### src/common/tx_align_cfg.svh
// Constants for the transmit input clocking and phase-align front end
`ifndef TX_ALIGN_CFG_SVH
`define TX_ALIGN_CFG_SVH

// ----------------------------------------------------------------
// Sizes
// ----------------------------------------------------------------
`define TXA_CH_COUNT 4
`define TXA_CHAR_W 8
`define TXA_CTRL_W 2
`define TXA_FIFO_DEPTH 8
`define TXA_GAP_W 8

// ----------------------------------------------------------------
// Clock select encodings (three-level pin seen as two bits)
// ----------------------------------------------------------------
`define TXA_SEL_LOW 2'h0
`define TXA_SEL_MID 2'h1
`define TXA_SEL_HIGH 2'h3

`endif

### src/common/tx_align_pkg.sv
// Types for the transmit input clocking and phase-align front end
`include "tx_align_cfg.svh"
package tx_align_pkg;
  typedef enum logic [1:0] {
    SEL_LOW = `TXA_SEL_LOW,
    SEL_MID = `TXA_SEL_MID,
    SEL_HIGH = `TXA_SEL_HIGH
  } clk_sel_t;

  typedef struct packed {
    logic [`TXA_CTRL_W-1:0] control;
    logic [`TXA_CHAR_W-1:0] data;
  } char_word_t;
endpackage

### src/design/align_mem.sv
// Small per-channel buffer memory with registered read data
`timescale 1ns/1ns
module align_mem #(
  parameter int WIDTH = 10,
  parameter int DEPTH = 8,
  parameter int AW = $clog2(DEPTH)
) (
  input wire logic clk,
  input wire logic wr_en,
  input wire logic [AW-1:0] wr_addr,
  input wire logic [WIDTH-1:0] wr_data,
  input wire logic rd_en,
  input wire logic [AW-1:0] rd_addr,
  output logic [WIDTH-1:0] rd_data_r
);
  logic [WIDTH-1:0] mem [DEPTH];

  always_ff @(posedge clk) begin
    if (wr_en) begin
      mem[wr_addr] <= wr_data;
    end
  end

  always_ff @(posedge clk) begin
    if (rd_en) begin
      rd_data_r <= mem[rd_addr];
    end
  end
endmodule

### src/design/tx_input_clock_phase_align.sv
// Transmit input clock select, input register and phase-align buffers
`timescale 1ns/1ns
`include "tx_align_cfg.svh"
module tx_input_clock_phase_align
  import tx_align_pkg::*;
#(
  parameter int CH = `TXA_CH_COUNT,
  parameter int DEPTH = `TXA_FIFO_DEPTH,
  parameter int GW = `TXA_GAP_W
) (
  input wire logic clk,
  input wire logic arst_n,
  input wire logic ref_clock_in,
  input wire logic [CH-1:0] tx_channel_input_clock,
  input wire logic [1:0] tx_input_clock_select,
  input wire logic tx_half_rate_select,
  input wire logic tx_phase_reset_n,
  input wire char_word_t [CH-1:0] tx_char_in,
  input wire logic [CH-1:0] word_sync_sent,
  output char_word_t [CH-1:0] tx_char_out,
  output logic tx_char_strobe,
  output logic tx_char_clock_out,
  output logic tx_char_clock_out_n,
  output logic [CH-1:0] tx_error_flag
);
  localparam int AW = $clog2(DEPTH);
  localparam int LW = AW + 1;
  localparam int WW = $bits(char_word_t);
  localparam logic [LW-1:0] LVL_MID = LW'(DEPTH / 2);
  localparam logic [LW-1:0] LVL_FULL = LW'(DEPTH);

  // ----------------------------------------------------------------
  // Pin synchronisers
  // ----------------------------------------------------------------
  logic ref_m_r, ref_s_r, ref_d_r;
  logic [CH-1:0] ck_m_r, ck_s_r, ck_d_r;
  logic prst_m_r, prst_s_r;
  logic [1:0] sel_m_r, sel_s_r;
  logic rate_m_r, rate_s_r;
  char_word_t [CH-1:0] din_m_r, din_s_r;

  always_ff @(posedge clk or negedge arst_n) begin
    if (!arst_n) begin
      ref_m_r <= 1'b0;
      ref_s_r <= 1'b0;
      ref_d_r <= 1'b0;
      ck_m_r <= '0;
      ck_s_r <= '0;
      ck_d_r <= '0;
      prst_m_r <= 1'b1;
      prst_s_r <= 1'b1;
      sel_m_r <= `TXA_SEL_LOW;
      sel_s_r <= `TXA_SEL_LOW;
      rate_m_r <= 1'b0;
      rate_s_r <= 1'b0;
      din_m_r <= '0;
      din_s_r <= '0;
    end else begin
      ref_m_r <= ref_clock_in;
      ref_s_r <= ref_m_r;
      ref_d_r <= ref_s_r;
      ck_m_r <= tx_channel_input_clock;
      ck_s_r <= ck_m_r;
      ck_d_r <= ck_s_r;
      prst_m_r <= tx_phase_reset_n;
      prst_s_r <= prst_m_r;
      sel_m_r <= tx_input_clock_select;
      sel_s_r <= sel_m_r;
      rate_m_r <= tx_half_rate_select;
      rate_s_r <= rate_m_r;
      din_m_r <= tx_char_in;
      din_s_r <= din_m_r;
    end
  end

  // ----------------------------------------------------------------
  // Edges, modes and character tick
  // ----------------------------------------------------------------
  clk_sel_t sel;
  logic ref_rise, ref_fall, bypass, char_tick;
  logic [CH-1:0] ck_rise, cap;

  assign sel = clk_sel_t'(sel_s_r);
  assign ref_rise = ref_s_r & ~ref_d_r;
  assign ref_fall = ~ref_s_r & ref_d_r;
  assign ck_rise = ck_s_r & ~ck_d_r;
  assign bypass = (sel == SEL_LOW) && !rate_s_r;
  assign char_tick = rate_s_r ? (ref_rise | ref_fall) : ref_rise;

  always_comb begin
    case (sel)
      SEL_LOW: cap = {CH{char_tick}};
      SEL_MID: cap = ck_rise;
      SEL_HIGH: cap = {CH{ck_rise[0]}};
      default: cap = '0;
    endcase
  end

  // ----------------------------------------------------------------
  // Phase reset sampling
  // ----------------------------------------------------------------
  logic align_r;

  always_ff @(posedge clk or negedge arst_n) begin
    if (!arst_n) begin
      align_r <= 1'b0;
    end else if (bypass) begin
      align_r <= 1'b0;
    end else if (ref_rise) begin
      align_r <= ~prst_s_r;
    end
  end

  // ----------------------------------------------------------------
  // Input register and per-channel buffers
  // ----------------------------------------------------------------
  char_word_t [CH-1:0] inreg_r;
  logic [CH-1:0] cap_d_r, err_r, fault;
  logic [AW-1:0] wp_r [CH];
  logic [AW-1:0] rp_r [CH];
  logic [LW-1:0] lvl_r [CH];
  logic [WW-1:0] rdat [CH];
  logic rd, rd_d_r;

  assign rd = char_tick & ~align_r & ~bypass;

  always_ff @(posedge clk or negedge arst_n) begin
    if (!arst_n) begin
      rd_d_r <= 1'b0;
    end else begin
      rd_d_r <= rd;
    end
  end

  genvar i;
  generate
    for (i = 0; i < CH; i++) begin : g_ch
      logic wr;
      assign wr = cap_d_r[i] & ~align_r & ~bypass;
      assign fault[i] = (wr && !rd && lvl_r[i] == LVL_FULL) ||
                        (rd && !wr && lvl_r[i] == '0);

      always_ff @(posedge clk or negedge arst_n) begin
        if (!arst_n) begin
          inreg_r[i] <= '0;
          cap_d_r[i] <= 1'b0;
        end else begin
          cap_d_r[i] <= cap[i];
          if (cap[i]) begin
            inreg_r[i] <= din_s_r[i];
          end
        end
      end

      always_ff @(posedge clk or negedge arst_n) begin
        if (!arst_n) begin
          wp_r[i] <= AW'(DEPTH / 2);
          rp_r[i] <= '0;
          lvl_r[i] <= LVL_MID;
        end else if (align_r || bypass) begin
          wp_r[i] <= AW'(DEPTH / 2);
          rp_r[i] <= '0;
          lvl_r[i] <= LVL_MID;
        end else begin
          if (wr && lvl_r[i] != LVL_FULL) begin
            wp_r[i] <= wp_r[i] + 1'b1;
          end
          if (rd && lvl_r[i] != '0) begin
            rp_r[i] <= rp_r[i] + 1'b1;
          end
          if (wr && !rd && lvl_r[i] != LVL_FULL) begin
            lvl_r[i] <= lvl_r[i] + 1'b1;
          end else if (rd && !wr && lvl_r[i] != '0) begin
            lvl_r[i] <= lvl_r[i] - 1'b1;
          end
        end
      end

      // Set wins over a clear in the same cycle
      always_ff @(posedge clk or negedge arst_n) begin
        if (!arst_n) begin
          err_r[i] <= 1'b0;
        end else if (fault[i]) begin
          err_r[i] <= 1'b1;
        end else if (word_sync_sent[i] || align_r || bypass) begin
          err_r[i] <= 1'b0;
        end
      end

      always_ff @(posedge clk or negedge arst_n) begin
        if (!arst_n) begin
          tx_char_out[i] <= '0;
        end else if (bypass && char_tick) begin
          tx_char_out[i] <= inreg_r[i];
        end else if (!bypass && rd_d_r) begin
          tx_char_out[i] <= char_word_t'(rdat[i]);
        end
      end

      align_mem #(.WIDTH(WW), .DEPTH(DEPTH)) u_mem (
        .clk(clk),
        .wr_en(wr && lvl_r[i] != LVL_FULL),
        .wr_addr(wp_r[i]),
        .wr_data(WW'(inreg_r[i])),
        .rd_en(rd && lvl_r[i] != '0),
        .rd_addr(rp_r[i]),
        .rd_data_r(rdat[i])
      );
    end
  endgenerate

  assign tx_error_flag = err_r;

  // ----------------------------------------------------------------
  // Character strobe and synthesized character clock
  // ----------------------------------------------------------------
  logic [GW-1:0] gap_r, half_r;
  logic cko_r, stb_r;

  always_ff @(posedge clk or negedge arst_n) begin
    if (!arst_n) begin
      stb_r <= 1'b0;
    end else begin
      stb_r <= bypass ? char_tick : rd_d_r;
    end
  end

  always_ff @(posedge clk or negedge arst_n) begin
    if (!arst_n) begin
      gap_r <= '0;
      half_r <= '0;
      cko_r <= 1'b0;
    end else if (char_tick) begin
      gap_r <= '0;
      half_r <= GW'((gap_r + 1'b1) >> 1);
      cko_r <= 1'b1;
    end else begin
      if (gap_r != '1) begin
        gap_r <= gap_r + 1'b1;
      end
      if (gap_r >= half_r) begin
        cko_r <= 1'b0;
      end
    end
  end

  assign tx_char_strobe = stb_r;
  assign tx_char_clock_out = cko_r;
  assign tx_char_clock_out_n = ~cko_r;
endmodule

### config.mk
export PLATFORM = sky130hd
export DESIGN_NAME = tx_input_clock_phase_align
export DESIGN_NICKNAME = d
export VERILOG_FILES = /design/src/common/tx_align_pkg.sv /design/src/design/align_mem.sv /design/src/design/tx_input_clock_phase_align.sv
export VERILOG_INCLUDE_DIRS = /design/src /design/src/common
export SDC_FILE = /design/constraint.sdc
export NUM_CORES = 1
export LEC_CHECK = 0
export BUFFER_PORTS_ARGS = -buffer_cell sky130_fd_sc_hd__buf_2
export CORE_MARGIN = 2
export CORE_UTILIZATION = 55
export DETAILED_ROUTE_END_ITERATION = 16
export HOLD_SLACK_MARGIN = 0.05
export PLACE_DENSITY = 0.75
export SYNTH_ARGS = -nofsm -noshare
export SYNTH_HDL_FRONTEND = slang
export SYNTH_SLANG_ARGS = --single-unit
### constraint.sdc
create_clock -name clk -period 2.87 [get_ports clk]
set_clock_uncertainty 0.2 [all_clocks]
set_input_delay 0.1435 -clock clk [delete_from_list [all_inputs] [get_ports clk]]
set_output_delay 0.1435 -clock clk [all_outputs]
set_load 0.01 [all_outputs]
# ---- Word-level counts from Yosys, hierarchy flattened
# Memories as Yosys holds them, arrays and structs flattened. A register that Yosys moved wholly into a read port is not among the register bits.
# Cells that the tools add are included.
dict set report totals {
  ff_bits 250
  mem_bits_rw 320
  inputBits 55
  out_inout_bits 47
  elab_cells 269
  memories 4
}
dict set report classes {
  add_sub_neg 17
  n_lt_le_gt_ge 1
  n_eq_ne 11
  muxes 61
  bitwise_logic 21
  reduce_logical 84
}
# name depth word_bits rd rd_clocked_by_memory_dff wr line
set memory_table {}
lappend memory_table {{g_ch[0].u_mem.mem} 8 10 1 1 1 align_mem.sv:16} ;# logic [WIDTH-1:0] mem [DEPTH];
lappend memory_table {{g_ch[1].u_mem.mem} 8 10 1 1 1 align_mem.sv:16}
lappend memory_table {{g_ch[2].u_mem.mem} 8 10 1 1 1 align_mem.sv:16}
lappend memory_table {{g_ch[3].u_mem.mem} 8 10 1 1 1 align_mem.sv:16}
# op count
set op_table {}
lappend op_table {{$mux 10} 8}
lappend op_table {{$mux 3} 16}
lappend op_table {{$mux 4} 12}
lappend op_table {{$logic_and 1x1->1} 35}
lappend op_table {{$reduce_bool 2->1} 16}
lappend op_table {{$add 3x1->3 const B} 8}
lappend op_table {{$mux 1} 22}
lappend op_table {{$add 4x1->4 const B} 4}
lappend op_table {{$eq 4x4->1 const B} 4}
lappend op_table {{$logic_not 4->1} 4}
lappend op_table {{$mux 8} 2}
lappend op_table {{$ne 4x4->1 const B} 4}
lappend op_table {{$reduce_bool 4->1} 4}
lappend op_table {{$sub 4x1->4 const B} 4}
lappend op_table {{$logic_or 1x1->1} 13}
lappend op_table {{$and 1x1->1} 12}
lappend op_table {{$pmux 4 s3} 1}
lappend op_table {{$reduce_bool 3->1} 4}
lappend op_table {{$add 8x1->8 const B} 1}
lappend op_table {{$ge 8x7->1} 1}
lappend op_table {{$ne 8x8->1 const B} 1}
lappend op_table {{$logic_not 1->1} 7}
lappend op_table {{$not 1->1} 6}
lappend op_table {{$and 4x4->4} 1}
lappend op_table {{other kinds (5)} 5}

# ---- Depth between registers and ports, before layout
dict set report logic_depth {
  ltp_word 11
  depth_mapped 14
  ltp_nobuf 12
}

# ---- By module
# From an unflattened synthesis, not the netlist that was laid out.
dict set report unflattened {
  hier_cells 1308
  hier_area_um2 23387.4
}
# module n_inst cells_each area_per_inst_um2 seq_area_each_um2
set by_module_without_submodules {}
lappend by_module_without_submodules {align_mem 4 138 3433.3 2702.6}
lappend by_module_without_submodules {tx_input_clock_phase_align 1 756 9654.3 6268.5}

# ---- Least setup slack after synthesis
# No wires, ideal clock.
dict set report synth_timing {
  path_kind {reg2reg}
  startpoint {reg ref_s_r}
  endpoint {reg lvl_r[7] in the netlist's numbering}
  setup_time_ns 0.123
  t_arrival_ns 2.569
  t_required_ns 2.547
  slack_ns -0.021
  path_stages_with_launch 13
  synth_period_minus_slack_ns 2.891
  cell_sequence {dfrtp_1 ha_1 nor2_2 a21oi_1 clkbuf_1 nor3_1 inv_1 ha_1 a21o_1 a21oi_1 or4_1 a31oi_1 o2bb2ai_1}
}
dict set report synth_between {
  elab_chain_len 11
  word_cells_on_any_way 15
  classes_between {3 x mux; 6 x bitwise; 6 x reduce/logical}
}
# element line
set synth_lines {}
lappend synth_lines {{start: declaration} tx_input_clock_phase_align.sv:35} ;# logic ref_m_r, ref_s_r, ref_d_r;
lappend synth_lines {{start signal: assignment} tx_input_clock_phase_align.sv:60} ;# ref_s_r <= ref_m_r;
lappend synth_lines {{$not 1->1} tx_input_clock_phase_align.sv:85} ;# assign ref_fall = ~ref_s_r & ref_d_r;
lappend synth_lines {{$and 1x1->1} tx_input_clock_phase_align.sv:85}
lappend synth_lines {{$or 1x1->1} tx_input_clock_phase_align.sv:88} ;# assign char_tick = rate_s_r ? (ref_rise | ref_fall) : ref_rise;
lappend synth_lines {{$mux 1 (*)} tx_input_clock_phase_align.sv:88}
lappend synth_lines {{$and 1x1->1 (*) (2 in a row)} tx_input_clock_phase_align.sv:125} ;# assign rd = char_tick & ~align_r & ~bypass;
lappend synth_lines {{$logic_not 1->1} tx_input_clock_phase_align.sv:171} ;# if (wr && !rd && lvl_r[i] != LVL_FULL) begin
lappend synth_lines {{$logic_and 1x1->1 (2 in a row)} tx_input_clock_phase_align.sv:171}
lappend synth_lines {{$mux 4} tx_input_clock_phase_align.sv:171}
lappend synth_lines {{$mux 4} tx_input_clock_phase_align.sv:160} ;# end else if (align_r || bypass) begin
lappend synth_lines {{end signal: indexed assignment} tx_input_clock_phase_align.sv:172} ;# lvl_r[i] <= lvl_r[i] + 1'b1;
lappend synth_lines {{end signal: indexed assignment} tx_input_clock_phase_align.sv:174} ;# lvl_r[i] <= lvl_r[i] - 1'b1;
lappend synth_lines {{end: declaration} tx_input_clock_phase_align.sv:121} ;# logic [LW-1:0] lvl_r [CH];
# Mark *: on every way between the ends. The rest lies on a longest branch, timed or not.
# A chain may end at the register's enable or synchronous reset.

# ---- Worst setup path in the final report
dict set report layout_timing {
  startpoint {reg lvl_r[9] in the netlist's numbering}
  endpoint {reg lvl_r[11] in the netlist's numbering}
}
dict set report layout_between {
  elab_chain_len 4
  word_cells_on_any_way 10
  classes_between {2 x add/sub; 1 x eq/ne; 3 x mux; 4 x reduce/logical}
}
# element line
set layout_lines {}
lappend layout_lines {{$sub 4x1->4 or $ne 4x4->1 (tied branches)} {tx_input_clock_phase_align.sv:174, tx_input_clock_phase_align.sv:171}}
lappend layout_lines {{$mux 4 or $logic_and 1x1->1 (tied branches)} {tx_input_clock_phase_align.sv:173, tx_input_clock_phase_align.sv:171}}
lappend layout_lines {{$mux 4} tx_input_clock_phase_align.sv:171}
lappend layout_lines {{$mux 4} tx_input_clock_phase_align.sv:160}
# Several ways; a longest one is shown, not always the timed one. The select of a mux whose other input is x is not followed.

==> impl_metrics.json <==
{
  "grt_max_degree": 75,
  "dr.pass1.iters": 5,
  "root_buffer": "clkbuf_16",
  "grt_pass1_wl_mm": 70.6,
  "place_hpwl_mm": 26.1,
  "synthesis.nets": 1397,
  "finalMaxSlewViolations": 0,
  "syn2layout_area_growth_pct": 20.0,
  "wl_per_cell_um": 20.2,
  "cts_made_buffers": 59,
  "grt_overflow": 0,
  "io_buffer_count": 101,
  "initial_utilization_pct": 55.4,
  "grt_usage_pct": 21.0,
  "viasPerCell": 5.59,
  "final.min_clock_period_ps": 2760,
  "worstPathMaxFanout": 6,
  "grt_pass1_vias": 12800,
  "timing.rr.start": "lvl_r[9]",
  "fmax_mhz": 362,
  "cp_top_family": "simple AND/OR/NAND/NOR gates",
  "design_area_um2": 27800,
  "setup_viol": 0,
  "final_cell_mix": "edfxtp_1, dfrtp_1, dlygate4sd3_1, buf_2, nand2_1",
  "yosys_most_used_dff": "edfxtp_1",
  "p_per_area_nw_per_um2": 807,
  "outcome": "completed",
  "start_kind": "flop",
  "synth_edf_count": 360,
  "path_clk_slew_ps": 60,
  "die_area_um2": 43700,
  "place_congestion": 0.793,
  "rsz0062_at_grt": "yes",
  "netlist_area_um2": 23100,
  "cts_tree": "done",
  "postSynthCellCount": 1313,
  "htree_num_levels": 2,
  "grt_antenna_before_repair": 0,
  "clock_path_buffers": 3,
  "path_cells": "or4b_1 > nand2_1 > nor3_2 > inv_1 > ha_1 > a21o_1 > a21oi_1 > or4_1 > a31oi_1 > o2bb2ai_1",
  "core_area_um2": 41800,
  "final-hold-violation-count": 0,
  "syn_avg_cell_area_um2": 17.6,
  "mostFrequentLayoutCell": "edfxtp_1",
  "yosysSeqAreaShare_pct": 73.8,
  "dieWidth_um": 209,
  "timing.slew.headroom_pct": 23.9,
  "async_flop_share_pct": 41.0,
  "boundaryPins": 102,
  "numClockSinks": 610,
  "vias": 12200,
  "synth_warnings": 0,
  "finalCritPeriodShare_pct": 96.3,
  "hold_start": "ck_m_r[0]",
  "ir_drop_mv": 0.478,
  "fillers": 2744,
  "startpoint": "lvl_r[9]",
  "placed_cell_area_um2": 24700,
  "drt_iter0_markers": 1007,
  "diodes": 0,
  "drive_gt1_share_pct": 27.1,
  "hold_class": "reg -> reg",
  "finalWirelength_mm": 44.1,
  "worstSetupPathType": "reg -> reg",
  "clock_latency_ps": 610,
  "netlist-cell-type-count": 49,
  "fp.dieH_um": 209,
  "worst_pin_slew_ps": 1140,
  "cp-end-kind": "flop",
  "p_leak_uw": 0.0106,
  "fin_nets": 1682,
  "cp.required_ps": 3160,
  "cp_num_buf_inv": 1,
  "rows": 75,
  "yosys_register_bits": 610,
  "cp.arrival_ps": 3060,
  "drv_cap": 0,
  "hold_ws_ps": 144,
  "worst_path_largest_cell_delay_ps": 630,
  "final_antenna_net_count": 0,
  "drc": 0,
  "slowest_stage": "or4b_1"
}
[power by group]
| part | internal [uW] | switching [uW] | total (uW) |
|---|---|---|---|
| sequential | 10400 | 674 | 11000 |
| combinational | 1810 | 1750 | 3550 |
| clock | 4680 | 3160 | 7840 |
| total | 16800 | 5580 | 22400 |
[per-stage QoR]
step / utilization (%) / TNS [ps] / power, uW / setup WS (ps) / std cells
after floorplan: - / -85.8 / 13400 / -21.5 / 1313
after global placement: 59.1 / -512 / 14500 / -141 / 1969
after detailed placement: 59.1 / -1040 / 14700 / -310 / 1969
after CTS: 66.3 / 0 / 22600 / 11.7 / 2184
after global routing: 66.5 / -144 / 23400 / -71.5 / 2187
final: 66.5 / 0 / 22400 / 106 / 2187
[metal layers]
layer  wire (um)  part of all wire [%]  GRT usage [%]
met5           0                     0              0
met1       18700                    42           28.8
met4        1040                   2.4           7.39
met3        2150                   4.9           3.52
met2       22200                    50           34.6
[worst register-to-register path: cells and delay by family, from the launching register on]
| family | cells | cell delay, ps |
|---|---|---|
| DFF | 1 | 440 |
| buffers and inverters | 1 | 100 |
| and+or+nand+nor | 4 | 1280 |
| adders and majority gates | 1 | 130 |
| AOI/OAI and AO/OA | 4 | 490 |
[area by class of cell]
cell class                      instances  area [um^2]  area share (%)
Multi-Input combinational cell        619         5770            20.8
Sequential cell                       610        17100            61.5
Inverter                               33          124           0.446
Clock buffer                           89         1730            6.22
Clock inverter                         22          259           0.933
Timing Repair Buffer                  275         2140            7.72
Tap cell                              539          674            2.43
[timing repair]
item	4_1_cts	5_1_grt
hold buffers	104	0
hold endpoints to repair	298	0
buffers inserted	0	3
resized for setup	1	10
setup endpoints to repair	4	10
gates cloned	0	0
[Yosys cell counts (5+ instances only)]
master,n,area (um^2)
nor3_1,25,125
ha_1,25,313
a21o_1,5,37.5
clkbuf_1,28,105
inv_1,33,124
nand2_1,89,334
nand2b_1,13,81.3
xnor2_1,13,114
dfstp_2,10,263
o21ai_0,51,255
mux4_2,80,1800
mux2i_1,41,410
nor2_1,54,203
o31ai_1,8,60.1
xor2_1,14,123
and3_1,8,50.1
mux2_1,9,101
buf_2,18,90.1
edfxtp_1,360,10800
and2_1,5,31.3
a21oi_1,29,145
dfrtp_1,240,6010
or3_1,5,31.3
nand3_1,16,80.1
mux2_2,75,845
[cell families (layout without fill, tap and decap cells)]
group | Yosys count | count (layout) | synth area share (%)
buf+inv | 84 | 419 | 1.54
xor+xnor | 27 | 27 | 1.02
flops | 610 | 610 | 73.8
mux | 205 | 205 | 13.6
fa+ha+maj | 29 | 29 | 1.70
simple gates | 241 | 241 | 5.07
compound gates | 117 | 117 | 3.21
[state kept, by name, indices dropped and copies added, names as in the netlist, 2 cells and up]
name / cells
g_ch.u_mem.mem: 320
rp_r: 12
ck_m_r: 4
gap_r: 8
tx_char_out: 40
din_m_r: 40
inreg_r: 40
half_r: 7
tx_error_flag: 4
wp_r: 12
ck_s_r: 4
sel: 2
cap_d_r: 4
lvl_r: 16
sel_m_r: 2
g_ch.u_mem.rd_data_r: 40
din_s_r: 40
ck_d_r: 4
[worst paths after layout]
| check | slack, ps | end | cells after the start |
|---|---|---|---|
| max in group asynchronous | 1200 | lvl_r[14] | 4 |
| worst max-delay path | 110 | lvl_r[11] | 10 |
| worst min-delay path | 140 | ck_s_r[0] | 0 |
| min in group asynchronous | 450 | inreg_r[26] | 3 |
| worst min register to register | 140 | ck_s_r[0] | 0 |
| worst max register to register | 110 | lvl_r[11] | 10 |
Note: power is estimated with default switching activity, not from simulation.
